<file path="src/hw/sfci_pkg.sv">
/*
  Shared constants of the serial flash command interface: opcodes, header
  lengths, storage map, link timing and host rewrite policy.
  Assumes a 250 MHz system clock on both ends.
*/
package sfci_pkg;
  localparam int SYS_PERIOD_NS = 4;
  // Host-made serial clock; 32 ns keeps well under the 66 MHz ceiling.
  localparam int SCK_PERIOD_NS = 32;
  localparam int SCK_HALF_CYC = SCK_PERIOD_NS / (2 * SYS_PERIOD_NS);
  localparam int T_CS_NS = 50;
  localparam int T_CS_CYC = (T_CS_NS + SYS_PERIOD_NS - 1) / SYS_PERIOD_NS;

  localparam logic [7:0] OP_CAR_LEGACY = 8'he8;
  localparam logic [7:0] OP_CAR_HS = 8'h0b;
  localparam logic [7:0] OP_CAR_LF = 8'h03;
  localparam logic [7:0] OP_PAGE_RD = 8'hd2;
  localparam logic [7:0] OP_BUF1_RD = 8'hd4;
  localparam logic [7:0] OP_BUF2_RD = 8'hd6;
  localparam logic [7:0] OP_BUF1_LF = 8'hd1;
  localparam logic [7:0] OP_BUF2_LF = 8'hd3;
  localparam logic [7:0] OP_PROT_RD = 8'h32;
  localparam logic [7:0] OP_LOCK_RD = 8'h35;
  localparam logic [7:0] OP_SEC_RD = 8'h77;
  localparam logic [7:0] OP_STAT_RD = 8'hd7;
  localparam logic [7:0] OP_ID_RD = 8'h9f;

  // Header length in bits, opcode included, before the first output bit.
  localparam logic [6:0] HDR_OP_ONLY = 7'h08;
  localparam logic [6:0] HDR_ADDR = 7'h20;
  localparam logic [6:0] HDR_ADDR_D1 = 7'h28;
  localparam logic [6:0] HDR_ADDR_D4 = 7'h40;

  // Identification bytes; the values are arbitrary.
  localparam logic [7:0] ID_BYTE0 = 8'h5a;
  localparam logic [7:0] ID_BYTE1 = 8'h24;
  localparam logic [7:0] ID_BYTE2 = 8'h00;
  localparam logic [7:0] ID_BYTE3 = 8'h00;

  // Flop storage: 32 main-array bytes, two 8-byte buffers, 16 security bytes.
  localparam int MEM_AW = 6;
  localparam int MEM_DEPTH = 64;
  localparam logic [0:0] MAIN_BASE = 1'b0;
  localparam logic [2:0] BUF1_BASE = 3'h4;
  localparam logic [2:0] BUF2_BASE = 3'h5;
  localparam logic [1:0] SEC_BASE = 2'h3;

  // Page address field of a 264-byte page layout.
  localparam int PAGE_LSB = 9;
  // 2048 pages at one rewrite per 4 operations cover the array in 8192.
  localparam logic [3:0] RW_INTERVAL = 4'h4;
  localparam logic [3:0] OPS_MAX = 4'hf;
endpackage

</file>
<file path="src/hw/sfci_if.sv">
/*
  Pin bundle between the host and the flash end.
  Assumes a pull-up on the serial output line while it is not driven.
*/
`timescale 1ns/1ns
interface sfci_if;
  logic sck;
  logic cs_n;
  logic si;
  logic rst_n;
  logic so;
  logic so_oe;
  wire so_line = so_oe ? so : 1'b1;
  modport host (output sck, output cs_n, output si, output rst_n, input so_line);
  modport dev (input sck, input cs_n, input si, input rst_n, output so, output so_oe);
endinterface

</file>
<file path="src/hw/sfci_dev.sv">
/*
  Flash end of the serial command interface: samples the pins, decodes the
  read opcodes and streams bytes from flop storage, status, id and
  protection inputs.
  Assumes the serial clock is at most an eighth of the system clock.
*/
// How it works
// Drive output on falling, sample on rising.
// Host captures output on the following fall.
// Host launches input bits on rising edges.
// Works with idle-low and idle-high clock framing.
// Host keeps select high before releasing reset.
// Opcode E8 streams main array sequentially.
// Opcode 0B streams main array, one dummy.
// Opcode 03 streams main array, no dummy.
// Opcode D2 reads a main memory page.
// Opcodes D4/D6 read buffer one/two.
// Opcodes D1/D3 read buffers at low speed.
// Opcode 32 returns sector protection bytes.
// Opcode 35 returns sector lockdown bytes.
// Opcode 77 returns security register bytes.
// Opcode D7 returns the status byte.
// Opcode 9F returns identification bytes.
// Host programs pages directly or via buffer.
// Host rewrites each page within 10000 operations.
// Host keeps a next-rewrite page pointer.
// Auto rewrite targets the pointer's page.
// First byte is opcode; select high ends.
`timescale 1ns/1ns
module sfci_dev (
  input wire logic SYS_CLK_I,
  input wire logic RESET_I,
  sfci_if.dev BUS,
  input wire logic LOAD_WE_I,
  input wire logic [sfci_pkg::MEM_AW-1:0] LOAD_ADDR_I,
  input wire logic [7:0] LOAD_DATA_I,
  input wire logic [7:0] STATUS_I,
  input wire logic [63:0] PROT_I,
  input wire logic [63:0] LOCK_I,
  output logic [7:0] OPCODE_O,
  output logic OPCODE_VALID_O
);
  import sfci_pkg::*;

  typedef enum {PH_HDR, PH_DATA, PH_IGNORE} sfci_phase_t;
  logic [3:0] pins_s;
  logic sck_s;
  logic cs_n_s;
  logic si_s;
  logic rst_n_s;
  logic sel;
  logic rise;
  logic fall;
  logic [7:0] mem_reg [MEM_DEPTH];
  logic [7:0] mem_next [MEM_DEPTH];
  sfci_phase_t ph_reg, ph_next;
  logic sck_d_reg, sck_d_next;
  logic si_d_reg, si_d_next;
  logic [6:0] rx_cnt_reg, rx_cnt_next;
  logic [31:0] hdr_sr_reg, hdr_sr_next;
  logic [7:0] op_reg, op_next;
  logic [23:0] addr_reg, addr_next;
  logic [5:0] idx_reg, idx_next;
  logic [2:0] tx_cnt_reg, tx_cnt_next;
  logic [7:0] tx_sr_reg, tx_sr_next;
  logic so_reg, so_next;
  logic oe_reg, oe_next;
  logic opv_reg, opv_next;
  logic [7:0] op_now;
  logic [23:0] addr_now;
  logic [6:0] need_now;
  logic [7:0] fetch;

  // Header bits before output; zero marks an opcode this end does not serve.
  function automatic logic [6:0] hdr_bits(input logic [7:0] op);
    case (op)
      OP_CAR_LEGACY, OP_PAGE_RD: hdr_bits = HDR_ADDR_D4;
      OP_CAR_HS, OP_BUF1_RD, OP_BUF2_RD: hdr_bits = HDR_ADDR_D1;
      OP_CAR_LF, OP_BUF1_LF, OP_BUF2_LF: hdr_bits = HDR_ADDR;
      OP_PROT_RD, OP_LOCK_RD, OP_SEC_RD: hdr_bits = HDR_ADDR;
      OP_STAT_RD, OP_ID_RD: hdr_bits = HDR_OP_ONLY;
      default: hdr_bits = 7'h00;
    endcase
  endfunction

  sfci_sync #(.W(4)) u_sync (
    .SYS_CLK_I(SYS_CLK_I),
    .RESET_I(RESET_I),
    .D_I({BUS.sck, BUS.cs_n, BUS.si, BUS.rst_n}),
    .Q_O(pins_s)
  );

  assign sck_s = pins_s[3];
  assign cs_n_s = pins_s[2];
  assign si_s = pins_s[1];
  assign rst_n_s = pins_s[0];
  assign sel = !cs_n_s && rst_n_s;
  // Edge detect on sampled clock.
  assign rise = sck_s && !sck_d_reg;
  assign fall = !sck_s && sck_d_reg;

  genvar i;
  generate
    for (i = 0; i < MEM_DEPTH; i++)
    begin : g_mem
      always_comb
      begin
        mem_next[i] = mem_reg[i];
        if (LOAD_WE_I && (LOAD_ADDR_I == 6'(i)))
        begin
          mem_next[i] = LOAD_DATA_I;
        end
      end
      always_ff @(posedge SYS_CLK_I)
      begin
        if (RESET_I)
        begin
          mem_reg[i] <= 8'h00;
        end
        else
        begin
          mem_reg[i] <= mem_next[i];
        end
      end
    end
  endgenerate

  always_comb
  begin
    case (op_reg)
      // Main array reads, wrapping within the 32 main-array bytes.
      OP_CAR_LEGACY, OP_CAR_HS, OP_CAR_LF, OP_PAGE_RD:
        fetch = mem_reg[{MAIN_BASE, idx_reg[4:0]}];
      // First and second buffer reads.
      OP_BUF1_RD, OP_BUF1_LF: fetch = mem_reg[{BUF1_BASE, idx_reg[2:0]}];
      OP_BUF2_RD, OP_BUF2_LF: fetch = mem_reg[{BUF2_BASE, idx_reg[2:0]}];
      // Sector protection bytes.
      OP_PROT_RD: fetch = PROT_I[{idx_reg[2:0], 3'h0} +: 8];
      // Sector lockdown bytes.
      OP_LOCK_RD: fetch = LOCK_I[{idx_reg[2:0], 3'h0} +: 8];
      // Security register bytes.
      OP_SEC_RD: fetch = mem_reg[{SEC_BASE, idx_reg[3:0]}];
      // Status repeats while clocked.
      OP_STAT_RD: fetch = STATUS_I;
      // Identification bytes in order.
      OP_ID_RD:
        case (idx_reg[1:0])
          2'h0: fetch = ID_BYTE0;
          2'h1: fetch = ID_BYTE1;
          2'h2: fetch = ID_BYTE2;
          default: fetch = ID_BYTE3;
        endcase
      default: fetch = 8'h00;
    endcase
  end

  // The host changes si on the sampling rise, so the value before it is used.
  assign op_now = (rx_cnt_reg == 7'h07) ? {hdr_sr_reg[6:0], si_d_reg} : op_reg;
  assign addr_now = (rx_cnt_reg == 7'h1f) ? {hdr_sr_reg[22:0], si_d_reg} : addr_reg;
  assign need_now = hdr_bits(op_now);

  always_comb
  begin
    ph_next = ph_reg;
    sck_d_next = sck_s;
    si_d_next = si_s;
    rx_cnt_next = rx_cnt_reg;
    hdr_sr_next = hdr_sr_reg;
    op_next = op_reg;
    addr_next = addr_reg;
    idx_next = idx_reg;
    tx_cnt_next = tx_cnt_reg;
    tx_sr_next = tx_sr_reg;
    so_next = so_reg;
    oe_next = oe_reg;
    opv_next = 1'b0;
    if (!sel)
    begin
      // Select high ends the command and releases the output.
      // Rise one carries no bit yet; a clock raised with select is no edge.
      ph_next = PH_HDR;
      sck_d_next = 1'b1;
      rx_cnt_next = 7'h7f;
      tx_cnt_next = 3'h0;
      so_next = 1'b0;
      oe_next = 1'b0;
    end
    else
    begin
      // Sample on rising; first edge of either framing is ignored.
      if (rise && (ph_reg == PH_HDR))
      begin
        hdr_sr_next = {hdr_sr_reg[30:0], si_d_reg};
        rx_cnt_next = 7'(rx_cnt_reg + 7'h01);
        // First byte taken as the opcode, msb first.
        if (rx_cnt_reg == 7'h07)
        begin
          op_next = op_now;
          opv_next = 1'b1;
          if (need_now == 7'h00)
          begin
            ph_next = PH_IGNORE;
          end
        end
        if (rx_cnt_reg == 7'h1f)
        begin
          addr_next = addr_now;
        end
        if ((need_now != 7'h00) && (7'(rx_cnt_reg + 7'h01) == need_now))
        begin
          ph_next = PH_DATA;
          idx_next = (need_now == HDR_OP_ONLY) ? 6'h00 : addr_now[5:0];
        end
      end
      // Output bits change only on falling edges.
      if (fall && (ph_reg == PH_DATA))
      begin
        oe_next = 1'b1;
        tx_cnt_next = 3'(tx_cnt_reg + 3'h1);
        if (tx_cnt_reg == 3'h0)
        begin
          so_next = fetch[7];
          tx_sr_next = {fetch[6:0], 1'b0};
          idx_next = 6'(idx_reg + 6'h01);
        end
        else
        begin
          so_next = tx_sr_reg[7];
          tx_sr_next = {tx_sr_reg[6:0], 1'b0};
        end
      end
    end
  end

  always_ff @(posedge SYS_CLK_I)
  begin
    if (RESET_I)
    begin
      ph_reg <= PH_HDR;
      sck_d_reg <= 1'b0;
      si_d_reg <= 1'b0;
      rx_cnt_reg <= 7'h00;
      hdr_sr_reg <= 32'h00000000;
      op_reg <= 8'h00;
      addr_reg <= 24'h000000;
      idx_reg <= 6'h00;
      tx_cnt_reg <= 3'h0;
      tx_sr_reg <= 8'h00;
      so_reg <= 1'b0;
      oe_reg <= 1'b0;
      opv_reg <= 1'b0;
    end
    else
    begin
      ph_reg <= ph_next;
      sck_d_reg <= sck_d_next;
      si_d_reg <= si_d_next;
      rx_cnt_reg <= rx_cnt_next;
      hdr_sr_reg <= hdr_sr_next;
      op_reg <= op_next;
      addr_reg <= addr_next;
      idx_reg <= idx_next;
      tx_cnt_reg <= tx_cnt_next;
      tx_sr_reg <= tx_sr_next;
      so_reg <= so_next;
      oe_reg <= oe_next;
      opv_reg <= opv_next;
    end
  end

  assign BUS.so = so_reg;
  assign BUS.so_oe = oe_reg;
  assign OPCODE_O = op_reg;
  assign OPCODE_VALID_O = opv_reg;
endmodule

</file>
<file path="src/hw/sfci_sync.sv">
/*
  Two-flop synchroniser for a bundle of pin levels.
  Assumes each bit is an independent level from outside the clock domain.
*/
`timescale 1ns/1ns
module sfci_sync #(
  parameter int W = 1
) (
  input wire logic SYS_CLK_I,
  input wire logic RESET_I,
  input wire logic [W-1:0] D_I,
  output logic [W-1:0] Q_O
);
  genvar i;
  generate
    for (i = 0; i < W; i++)
    begin : g_bit
      logic meta_reg;
      logic meta_next;
      logic sync_reg;
      logic sync_next;
      always_comb
      begin
        meta_next = D_I[i];
        sync_next = meta_reg;
      end
      always_ff @(posedge SYS_CLK_I)
      begin
        if (RESET_I)
        begin
          meta_reg <= 1'b0;
          sync_reg <= 1'b0;
        end
        else
        begin
          meta_reg <= meta_next;
          sync_reg <= sync_next;
        end
      end
      assign Q_O[i] = sync_reg;
    end
  endgenerate
endmodule
</file>
<file path="src/flat_wrapper.sv">
// flat-port wrapper written by rule: the top's interface ports become plain ports
module sfci_dev_flat import sfci_pkg::*;
  (SYS_CLK_I, RESET_I, LOAD_WE_I, LOAD_ADDR_I, LOAD_DATA_I, STATUS_I, PROT_I, LOCK_I, OPCODE_O, OPCODE_VALID_O, BUS_sck, BUS_cs_n, BUS_si, BUS_rst_n, BUS_so, BUS_so_oe);
  sfci_if BUS_i ();
  input wire logic SYS_CLK_I;
  input wire logic RESET_I;
  input wire logic LOAD_WE_I;
  input wire logic [sfci_pkg::MEM_AW-1:0] LOAD_ADDR_I;
  input wire logic [7:0] LOAD_DATA_I;
  input wire logic [7:0] STATUS_I;
  input wire logic [63:0] PROT_I;
  input wire logic [63:0] LOCK_I;
  output logic [7:0] OPCODE_O;
  output logic OPCODE_VALID_O;
  input wire logic [$bits(BUS_i.sck)-1:0] BUS_sck;
  input wire logic [$bits(BUS_i.cs_n)-1:0] BUS_cs_n;
  input wire logic [$bits(BUS_i.si)-1:0] BUS_si;
  input wire logic [$bits(BUS_i.rst_n)-1:0] BUS_rst_n;
  output wire logic [$bits(BUS_i.so)-1:0] BUS_so;
  output wire logic [$bits(BUS_i.so_oe)-1:0] BUS_so_oe;
  assign BUS_i.sck = BUS_sck;
  assign BUS_i.cs_n = BUS_cs_n;
  assign BUS_i.si = BUS_si;
  assign BUS_i.rst_n = BUS_rst_n;
  assign BUS_so = BUS_i.so;
  assign BUS_so_oe = BUS_i.so_oe;
  sfci_dev u_core (.SYS_CLK_I(SYS_CLK_I), .RESET_I(RESET_I), .BUS(BUS_i), .LOAD_WE_I(LOAD_WE_I), .LOAD_ADDR_I(LOAD_ADDR_I), .LOAD_DATA_I(LOAD_DATA_I), .STATUS_I(STATUS_I), .PROT_I(PROT_I), .LOCK_I(LOCK_I), .OPCODE_O(OPCODE_O), .OPCODE_VALID_O(OPCODE_VALID_O));
endmodule
</file>
<file path="config.mk">
export PLATFORM = sky130hd
export DESIGN_NAME = sfci_dev_flat
export DESIGN_NICKNAME = d
export VERILOG_FILES = /design/src/hw/sfci_pkg.sv /design/src/hw/sfci_if.sv /design/src/hw/sfci_dev.sv /design/src/hw/sfci_sync.sv /design/src/flat_wrapper.sv
export SDC_FILE = /design/constraint.sdc
export NUM_CORES = 1
export LEC_CHECK = 0
export BUFFER_PORTS_ARGS = -buffer_cell sky130_fd_sc_hd__buf_2
export CAP_MARGIN = 20
export CELL_PAD_IN_SITES_DETAIL_PLACEMENT = 1
export CELL_PAD_IN_SITES_GLOBAL_PLACEMENT = 1
export CORE_UTILIZATION = 27
export DETAILED_ROUTE_END_ITERATION = 16
export PLACE_DENSITY = 0.46
export SYNTH_ARGS = -nofsm -noshare
export SYNTH_HDL_FRONTEND = slang
export SYNTH_SLANG_ARGS = --single-unit
</file>
<file path="constraint.sdc">
create_clock -name SYS_CLK_I -period 3.3 [get_ports SYS_CLK_I]
set_input_delay 0.66 -clock SYS_CLK_I [delete_from_list [all_inputs] [get_ports SYS_CLK_I]]
set_output_delay 0.66 -clock SYS_CLK_I [all_outputs]
set_load 0.005 [all_outputs]
</file>
==> results of run 1 <==
logic make-up after synthesis:
logic type	count (synthesis)	synth area share, %
AOI/OAI and AO/OA	180	4.486
and+or+nand+nor	840	17.26
muxes	223	15.87
adders and majority gates	7	0.3124
DFF	574	59.28
xor gates and xnor gates	14	0.4374
buffers and inverters	165	2.361
area by class of cell:
class	instances	area, um2	share of cell area [%]
flip-flops and latches	574	16630	49.15
multi-input cells	1264	10780	31.86
repair buffers	345	2349	6.941
clock buffers	95	1973	5.832
well taps	1368	1712	5.059
clock inverters	34	354.1	1.047
inverters	6	22.52	0.06656
diodes	6	15.01	0.04438
layout by cell type (no fill, tap or decap), drive strengths merged, types with 3 or more instances in the layout:
cell type / count
o21ai: 21
nand2b: 8
nor4b: 3
a31oi: 14
nor2: 109
mux2i: 45
or4: 3
inv: 6
buf: 345
edfxtp: 512
nand4b: 3
nor4: 7
or3: 9
clkbuf: 95
xnor2: 6
and2: 521
a22o: 8
nand4: 10
or2: 5
nor2b: 23
a21oi: 32
a211oi: 3
mux4: 177
xor2: 8
nand2: 79
nor3: 3
bufinv: 7
clkinv: 25
nand3b: 7
nand3: 30
diode: 6
or3b: 3
o21bai: 70
nor3b: 7
o211ai: 8
o41ai: 5
and3: 3
dfxtp: 62
ha: 7
layer usage:
layer,wire length [um],vias to the layer above,track usage [%]
li1,-,7976,-
met1,42030,9238,23.68
met2,45230,369,30.23
met3,4004,119,2.789
met4,2203,0,4.591
met5,0,-,0
worst max-delay path, cell delays in order (launching register included):
cell and delay, ps:
dfxtp_4 420, buf_12 300, mux4_2 580, mux4_2 540, mux2i_1 430, nor2_1 90, o41ai_1 460, a31oi_1 140
timing repair:
| item | CTS | global route |
|---|---|---|
| pin swaps | 0 | 0 |
| endpoints found under the hold margin | 0 | 0 |
| gates resized for setup | 1 | 6 |
| setup endpoints to repair | 1 | 11 |
| hold buffers | 0 | 0 |
worst paths after layout:
| check | startpoint | end | slack [ps] | depth (start not counted) |
|---|---|---|---|---|
| setup reg to reg | flip-flop | u_core.tx_sr_reg[5] | 150 | 7 |
| hold reg to reg | u_core.u_sync.g_bit[3].meta_reg | u_core.u_sync.g_bit[3].sync_reg | 440 | 1 |
| hold / removal | BUS_rst_n | u_core.u_sync.g_bit[0].meta_reg | 270 | 2 |
| setup / recovery | flip-flop | u_core.tx_sr_reg[5] | 150 | 7 |
per-stage QoR:
stage / cell area [um2] / power (mW) / hold slack (ps) / setup slack [ps] / setup TNS [ps]
4_1_cts: 33800 / 17.83 / 237.5 / 6.377 / 0
5_1_grt: 33820 / 18.14 / 249.1 / 21.66 / 0
6_report: 33840 / 17.55 / 272.6 / 146.4 / 0
2_1_floorplan: 28030 / 9.130 / 413.8 / 461.2 / 0
3_3_place_gp: 31450 / 9.818 / 432.3 / -194.2 / -787.4
3_5_place_dp: 31470 / 9.846 / 434.5 / 11.92 / 0
power groups by stage:
stage / combinational, mW / sequential (mW) / clock [mW]
2_1_floorplan: 0.674 / 8.46 / 0
3_3_place_gp: 1.30 / 8.52 / 0
6_report: 1.28 / 8.38 / 7.89
4_1_cts: 1.32 / 8.38 / 8.13
3_5_place_dp: 1.31 / 8.53 / 0
5_1_grt: 1.37 / 8.41 / 8.36
==> metrics.md, run 1 <==
| Metric | Value |
|---|---|
| Clk buf depth | 3 |
| Synth cell count leaders | and2_1 (520), edfxtp_1 (512), mux4_2 (177) |
| Switching part of the total | 22.91% |
| GR Util All Layers | 17.84% |
| First drt pass iteration count | 5 |
| Clk Latency, worst-skew pair | 630 ps |
| Yosys reg bits | 574 |
| Internal | 13.53 mW |
| Inst Count DP | 3557 |
| Worst Tran Pin Value | 915.7 ps |
| DRT Wirelength | 93470 um |
| Max-slew headroom | 38.83% |
| Reg power frac | 47.7% |
| Power share of the clock group | 45.0% |
| EDFF count, synth | 512 |
| Max frequency | 0.3171 GHz |
| CTS tree | done |
| CP startpoint kind | flip-flop |
| Synth Instances | 2003 |
| Max Cap Viol | 0 |
| Lkg Pwr | 11.57 nW |
| Library cells used by synthesis | 66 |
| I/O Buffers | 167 |
| Share of the synthesized area in the top cell type | 54.85% |
| Setup crit end kind | flip-flop |
| First-pass GRT wire length | 134500 um |
| Largest net degree at the start of global routing | 45 |
| CTS Buf Count | 71 |
| Final non-filler cell total | 3692 |
| Synthesized net count | 2167 |
| Most numerous cell in the Yosys netlist | and2_1 |
| Power Dens Cells | 518.8 nW/um2 |
| Starting Density | 27.39% |
| Ports | 168 |
| Peak VDD IR | 322.7 uV |
| Critical Path AT | 3620 ps |
| Comb power frac | 7.3% |
| Ranking of synthesized cells by area | edfxtp_1 (55%), mux4_2 (14%), and2_1 (12%), dfxtp_1 (4.4%), o21bai_1 (1.9%) |
| CP Class | reg -> reg |
| Yosys top cell by area | edfxtp_1 |
| Mean Syn Cell Area | 13.99 um2 |
| Status | finished clean |
| Die Y | 324.2 um |
| Fin. Hold Viols | 0 |
| Die X | 324.2 um |
| Std-Cell Rows | 117 |
| Net switching power | 4.022 mW |
| Initial antenna violation count | 5 |
| Max reg flops | 512 |
| Layout net count | 2426 |
| Root buf cell | clkbuf_16 |
| Slew Viols, Final | 0 |
| Half-perimeter wire length after placement | 65270 um |
| Core Area | 102300 um2 |
| Clk_skew | 36.80 ps |
| P&R area growth vs syn | 20.71% |
| CP required | 3760 ps |
| RD Place Congestion | 0.7934 |
| Fillers | 10.80k |
| Synth async-reset ratio | 0% |
| RSZ-0062 raised after global routing | no |
| Primary FF master, synth | edfxtp_1 |
| Final period utilization | 95.56% |
| H-tree Lvls | 3 |
| Total gr overflow | 0 |
| WL/cell | 25.32 um |
| Via density | 4.795 |
| Worst-path fanout max | 35 |
| Sequential-to-total area share from yosys stat | 59.28% |
| Ys Warns | 0 |
| Post-CTS setup buffers | 0 |
| Final min period | 3154 ps |
| Initial drt markers | 1275 |
| Antenna viol nets, final | 0 |
| Clock Sinks | 574 |
| Clk slew on worst S/H paths | 60 ps |
| Vias | 17.70k |
| Final Util | 33.07% |
| Vias in the first global route | 19.12k |
| # DRC | 0 |
| Worst hold path class | in -> reg |
| Full die area | 105100 um2 |
| Post-Syn Area | 28030 um2 |
| # setup viols final | 0 |
| Layout cells sized above 1 | 27.74% |
Power figures use the tool's default switching activity.
==> run 2, diff against run 1 <==
==> constraint.sdc (replaced) <==
create_clock -name SYS_CLK_I -period 3.3 [get_ports SYS_CLK_I]
set_input_delay 0.33 -clock SYS_CLK_I [delete_from_list [all_inputs] [get_ports SYS_CLK_I]]
set_output_delay 0.33 -clock SYS_CLK_I [all_outputs]
set_load 0.005 [all_outputs]
==> metrics.md, run 2 (synthesis results as in run 1) <==
| Metric | Value |
|---|---|
| Status | finished clean |
| CP startpoint kind | flip-flop |
| Min-delay src | LOCK_I[59] |
| Clk_skew | 35.04 ps (-1.757 ps) |
| Via density | 4.866 (+1.5%) |
| # DRC | 0 (unchanged) |
| Max Cap Viol | 0 (unchanged) |
| Full die area | 105100 um2 (unchanged) |
| Max-slew headroom | 36.60% (-2.2 points) |
| DRT Wirelength | 93020 um (-0.47%) |
| Antenna fix cells | 0 (-6) |
| RSZ-0062 raised after global routing | no |
| Core Area | 102300 um2 (unchanged) |
| Placed Area | 31110 um2 (-1.2%) |
| Post-route setup TNS | 0 ps (unchanged) |
| Final instance area | 33640 um2 (-0.58%) |
| Worst-path fanout max | 33 (-5.7%) |
| Layout net count | 2388 (-1.6%) |
| Clk buf depth | 3 (unchanged) |
| Total gr overflow | 0 (unchanged) |
| Power Dens Cells | 532.4 nW/um2 (+2.6%) |
| Top sig layer | met4 |
| Layout cells sized above 1 | 26.83% (-0.91 points) |
| Initial antenna violation count | 4 (-1) |
| Worst reg-to-reg setup slack | 180 ps (+30 ps) |
| Vias | 17.74k (+0.19%) |
| Initial drt markers | 1276 (+0.078%) |
| Worst hold slack | 209.9 ps (-62.72 ps) |
| Half-perimeter wire length after placement | 64010 um (-1.9%) |
| Commonest cells after routing, fill and taps aside | and2_1 (520), edfxtp_1 (512), mux4_2 (177), buf_2 (163), buf_4 (129) |
| Clock Sinks | 574 (unchanged) |
| Std-Cell Rows | 117 (unchanged) |
| CTS Buf Count | 71 (unchanged) |
| Die X | 324.2 um (unchanged) |
| Hold Path Stages | 5 (+3) |
| I/O Buffers | 167 (unchanged) |
| Final period utilization | 94.53% (-1.0 points) |
| WL/cell | 25.52 um (+0.81%) |
| Endpoint, Worst Hold | u_core.tx_sr_reg[4] |
| First-pass GRT wire length | 135000 um (+0.38%) |
| Fin. Hold Viols | 0 (unchanged) |
| CP Class | reg -> reg |
| GR Util All Layers | 17.75% (-0.087 points) |
| CTS tree | done |
| Reg2reg end | u_core.tx_sr_reg[2] |
| Met3 routed WL | 3743 um (-6.5%) |
| H-tree Lvls | 3 (unchanged) |
| Critical Path AT | 3570 ps (-50 ps) |
| Root buf cell | clkbuf_16 |
| Setup crit end kind | flip-flop |
| Final min period | 3119 ps (-34.08 ps) |
| Worst hold path class | in -> reg |
| Ports | 168 (unchanged) |
| Slew Viols, Final | 0 (unchanged) |
| Path depth of the worst reg2reg path | 7 (unchanged) |
| Max reg flops | 512 (unchanged) |
| Die Y | 324.2 um (unchanged) |
| Vias in the first global route | 19.10k (-0.11%) |
| Antenna viol nets, final | 0 (unchanged) |
| P&R area growth vs syn | 20.01% |
| Worst Tran Pin Value | 951.0 ps (+35.30 ps) |
| Commonest non-fill, non-tap cell in the layout | and2_1 |
| Max frequency | 0.3206 GHz (+1.1%) |
| Peak VDD IR | 561.1 uV (+74%) |
| Lkg Pwr | 11.45 nW (-1.1%) |
| CP required | 3750 ps (about the same) |
| # setup viols final | 0 (unchanged) |
| Largest net degree at the start of global routing | 65 (+44%) |
| Clk Latency, worst-skew pair | 620 ps (about the same) |
| First drt pass iteration count | 7 (+2) |
| Starting Density | 27.39% (unchanged) |
| Met2 wire length | 45870 um (+1.4%) |
| RD Place Congestion | 0.7920 (-0.18%) |
| Post-CTS setup buffers | 0 (unchanged) |
| Clk slew on worst S/H paths | 60 ps (about the same) |
| Metal1 wirelength | 41590 um (-1.0%) |
## run 2: changes by cell type in the layout (fill, tap and decap cells not counted), moves of 2 or more
cell           before  now
buf_12             14   10
o41ai_2             1    4
diode_2             6    0
dfxtp_2             2    0
clkbuf_8            0    5
dfxtp_1            57   59
clkinv_1           15    9
clkbuf_1           19   10
dlygate4sd3_1       0    4
o41ai_1             4    1
buf_2             168  163
clkinv_2            8   11
buf_4             162  129
bufinv_16           7   11
## run 2: cell type report
type                            count  area [um2]
Clock buffer                       90        1983
Inverter                            6       22.52
Timing Repair Buffer              307        2029
Sequential cell                   574       16630
Fill cell                       10760       68690
Multi-Input combinational cell   1264       10790
Clock inverter                     36       475.5
Tap cell                         1368        1712
## run 2: where the power goes
| part | leakage, nW | internal [mW] | total (mW) | switching [mW] |
|---|---|---|---|---|
| logic | 4.87 | 0.516 | 1.26 | 0.739 |
| clock network | 1.20 | 5.11 | 8.26 | 3.16 |
| registers | 5.38 | 8.25 | 8.39 | 0.135 |
| total | 11.5 | 13.9 | 17.9 | 4.03 |
## run 2: metal layers
layer	vias to the layer above	global-route usage (%)
met5	-	0
met3	105	2.441
met2	412	30.52
met1	9340	23.53
met4	0	4.308
li1	7879	-
## run 2: how the worst max path moves through the flow
stage,startpoint,endpoint,slack (ps),cells after the start
after floorplan,flip-flop,u_core.BUS.so,460,11
after global placement,flip-flop,u_core.tx_sr_reg[2],-70,7
after detailed placement,flip-flop,u_core.tx_sr_reg[4],-50,7
after CTS,flip-flop,u_core.tx_sr_reg[3],70,7
after global routing,u_core.hdr_sr_reg[3],flip-flop,40,10
final,flip-flop,u_core.tx_sr_reg[2],180,7
## run 2: through the flow
| step | setup slack [ps] | utilization [%] | instances | total power, mW |
|---|---|---|---|---|
| 3_5_place_dp | -48.29 | 30.40 | 3514 | 9.829 |
| 5_1_grt | 35.10 | 32.87 | 3645 | 18.50 |
| 4_1_cts | 65.82 | 32.86 | 3644 | 18.18 |
| 2_1_floorplan | 461.2 | - | 2003 | 9.130 |
| 3_3_place_gp | -73.01 | 30.40 | 3514 | 9.802 |
| 6_report | 180.5 | 32.87 | 3645 | 17.91 |
## run 2: repair_timing
item,CTS,global route
hold buffers,4,0
gates resized for setup,2,2
hold endpoints to repair,4,0
cloned,0,0
setup endpoints to repair,2,2
## run 2: critical path, cell delays in order (launching register included)
cell and delay (ps):
dfxtp_4 390, buf_12 280, mux4_2 600, mux4_2 520
mux2i_1 410, nor2_1 110, o41ai_2 440, a31oi_1 140
==> run 3, diff against run 2 <==
--- a/config.mk
+++ b/config.mk
@@ -9,9 +9,9 @@
 export CAP_MARGIN = 20
 export CELL_PAD_IN_SITES_DETAIL_PLACEMENT = 1
 export CELL_PAD_IN_SITES_GLOBAL_PLACEMENT = 1
-export CORE_UTILIZATION = 27
+export CORE_UTILIZATION = 51
 export DETAILED_ROUTE_END_ITERATION = 16
-export PLACE_DENSITY = 0.46
+export PLACE_DENSITY = 0.78
 export SYNTH_ARGS = -nofsm -noshare
 export SYNTH_HDL_FRONTEND = slang
 export SYNTH_SLANG_ARGS = --single-unit
==> metrics.md, run 3 (synthesis results as in run 1) <==
| Metric | Value |
|---|---|
| Crit path cell chain | buf_12 -> mux4_2 -> mux4_2 -> mux2i_1 -> nor2_1 -> o41ai_1 -> a31oi_1 |
| GR Util All Layers | 30.16% (+12 points) |
| Layout net count | 2351 (-1.5%) |
| First drt pass iteration count | 5 (-2) |
| CTS tree | done |
| Commonest cells after routing, fill and taps aside | and2_1 (519), edfxtp_1 (512), mux4_2 (177), buf_2 (166), nor2_1 (109) |
| Die X | 236.4 um (-27%) |
| Crit-path slowest cell | mux4_2 |
| # DRC | 0 (unchanged) |
| CP most frequent cell | mux4_2 |
| Status | finished clean |
| Initial antenna violation count | 4 (unchanged) |
| CP peak stage delay | 590 ps (about the same) |
| CP Class | reg -> reg |
| Final period utilization | 95.27% (+0.74 points) |
| Commonest non-fill, non-tap cell in the layout | and2_1 |
| Ports | 168 (unchanged) |
| Final instance area | 32210 um2 (-4.3%) |
| Final min period | 3144 ps (+24.46 ps) |
| Die Y | 236.4 um (-27%) |
| Total gr overflow | 0 (unchanged) |
| P&R area growth vs syn | 14.90% |
| Clock Sinks | 574 (unchanged) |
| CP startpoint kind | flip-flop |
| H-tree Lvls | 2 (-1) |
| Worst-path fanout max | 32 (-3.0%) |
| Core Area | 54030 um2 (-47%) |
| RSZ-0062 raised after global routing | no |
| First-pass GRT wire length | 124600 um (-7.7%) |
| Peak VDD IR | 722.9 uV (+29%) |
| Post-CTS setup buffers | 0 (unchanged) |
| CTS Buf Count | 61 (-14%) |
| Setup crit end kind | flip-flop |
| Placed Area | 30010 um2 (-3.5%) |
| Clk Latency, worst-skew pair | 630 ps (about the same) |
| Std-Cell Rows | 85 (-27%) |
| Vias in the first global route | 19.34k (+1.3%) |
| Max reg flops | 512 (unchanged) |
| Half-perimeter wire length after placement | 55560 um (-13%) |
| Worst hold path class | in -> reg |
| Critical Path AT | 3640 ps (+70 ps) |
| Worst hold slack | 140.3 ps (-69.55 ps) |
| Worst Tran Pin Value | 1147 ps (+196.0 ps) |
| Vias | 18.16k (+2.4%) |
| Root buf cell | clkbuf_16 |
| Largest net degree at the start of global routing | 52 (-20%) |
| Max frequency | 0.3181 GHz (-0.78%) |
| CP required | 3800 ps (+50 ps) |
| Slew Viols, Final | 0 (unchanged) |
| Starting Density | 51.88% (+24 points) |
| Full die area | 55900 um2 (-47%) |
| DRT Wirelength | 82810 um (-11%) |
| # setup viols final | 0 (unchanged) |
| WL/cell | 28.21 um (+11%) |
| Setup ws final | 156.0 ps (-24.46 ps) |
| Hold Path Stages | 5 (unchanged) |
| Power Dens Cells | 525.3 nW/um2 (-1.3%) |
| RD Place Congestion | 0.8865 (+12%) |
| Clk slew on worst S/H paths | 70 ps (about the same) |
| Via density | 6.187 (+27%) |
| Worst slack at placement | -220.4 ps (-172.1 ps) |
| Path depth of the worst reg2reg path | 7 (unchanged) |
| Max-slew headroom | 23.53% (-13 points) |
| Fin. Hold Viols | 0 (unchanged) |
| Max Cap Viol | 0 (unchanged) |
| Layout cells sized above 1 | 25.60% (-1.2 points) |
| Antenna viol nets, final | 0 (unchanged) |
| I/O Buffers | 167 (unchanged) |
| Initial drt markers | 1814 (+42%) |
| Clk buf depth | 3 (unchanged) |
| Lkg Pwr | 11.07 nW (-3.3%) |
| Clk_skew | 14.73 ps (-20.31 ps) |
[run 3: routing by layer]
| metal | wire length, um | GRT usage [%] |
|---|---|---|
| met5 | 31 | 0 |
| met4 | 2571 | 10.11 |
| met3 | 5901 | 5.383 |
| met2 | 41980 | 51.73 |
| met1 | 32320 | 38.74 |
[run 3: through the flow]
step	utilization (%)	setup TNS, ps	total power, mW	cells
finish	59.61	0	16.92	2935
global route	59.61	0	17.34	2935
CTS	59.57	0	17.00	2934
detailed placement	55.55	-1833	9.720	2816
global placement	55.55	0	9.647	2816
floorplan	-	0	9.130	2003
[run 3: cell type report]
cell class | count | area, um2
flip-flops and latches | 574 | 16630
repair buffers | 280 | 1772
clock inverters | 43 | 530.5
fillers | 5149 | 21820
clock buffers | 71 | 1594
well taps | 696 | 870.8
diodes | 1 | 2.502
multi-input cells | 1264 | 10790
inverters | 6 | 22.52
[run 3: final timing paths]
check	from	slack, ps	endpoint
setup / recovery	flip-flop	160	u_core.tx_sr_reg[3]
hold / removal	LOCK_I[60]	140	u_core.tx_sr_reg[5]
setup reg to reg	flip-flop	160	u_core.tx_sr_reg[3]
hold reg to reg	u_core.u_sync.g_bit[3].meta_reg	440	u_core.u_sync.g_bit[3].sync_reg
[run 3: report_power, final]
part           internal, mW  leakage (nW)  total [mW]  switching [mW]
clock network          4.32          1.02        7.31            2.99
registers              8.25          5.38        8.41           0.159
logic                 0.504          4.68        1.19           0.689
[run 3: worst max-delay path, delay by kind of cell, from the launching register on]
| family | cells | cell delay [ps] |
|---|---|---|
| compound gates | 2 | 640 |
| buf+inv | 1 | 280 |
| flops | 1 | 410 |
| mux | 3 | 1520 |
| simple gates | 1 | 100 |
[run 3: timing repair]
action	in CTS	in global routing
hold buffers	4	0
gates resized for setup	1	4
endpoints found under the setup margin	11	10
pin swaps	0	0
endpoints found under the hold margin	4	0
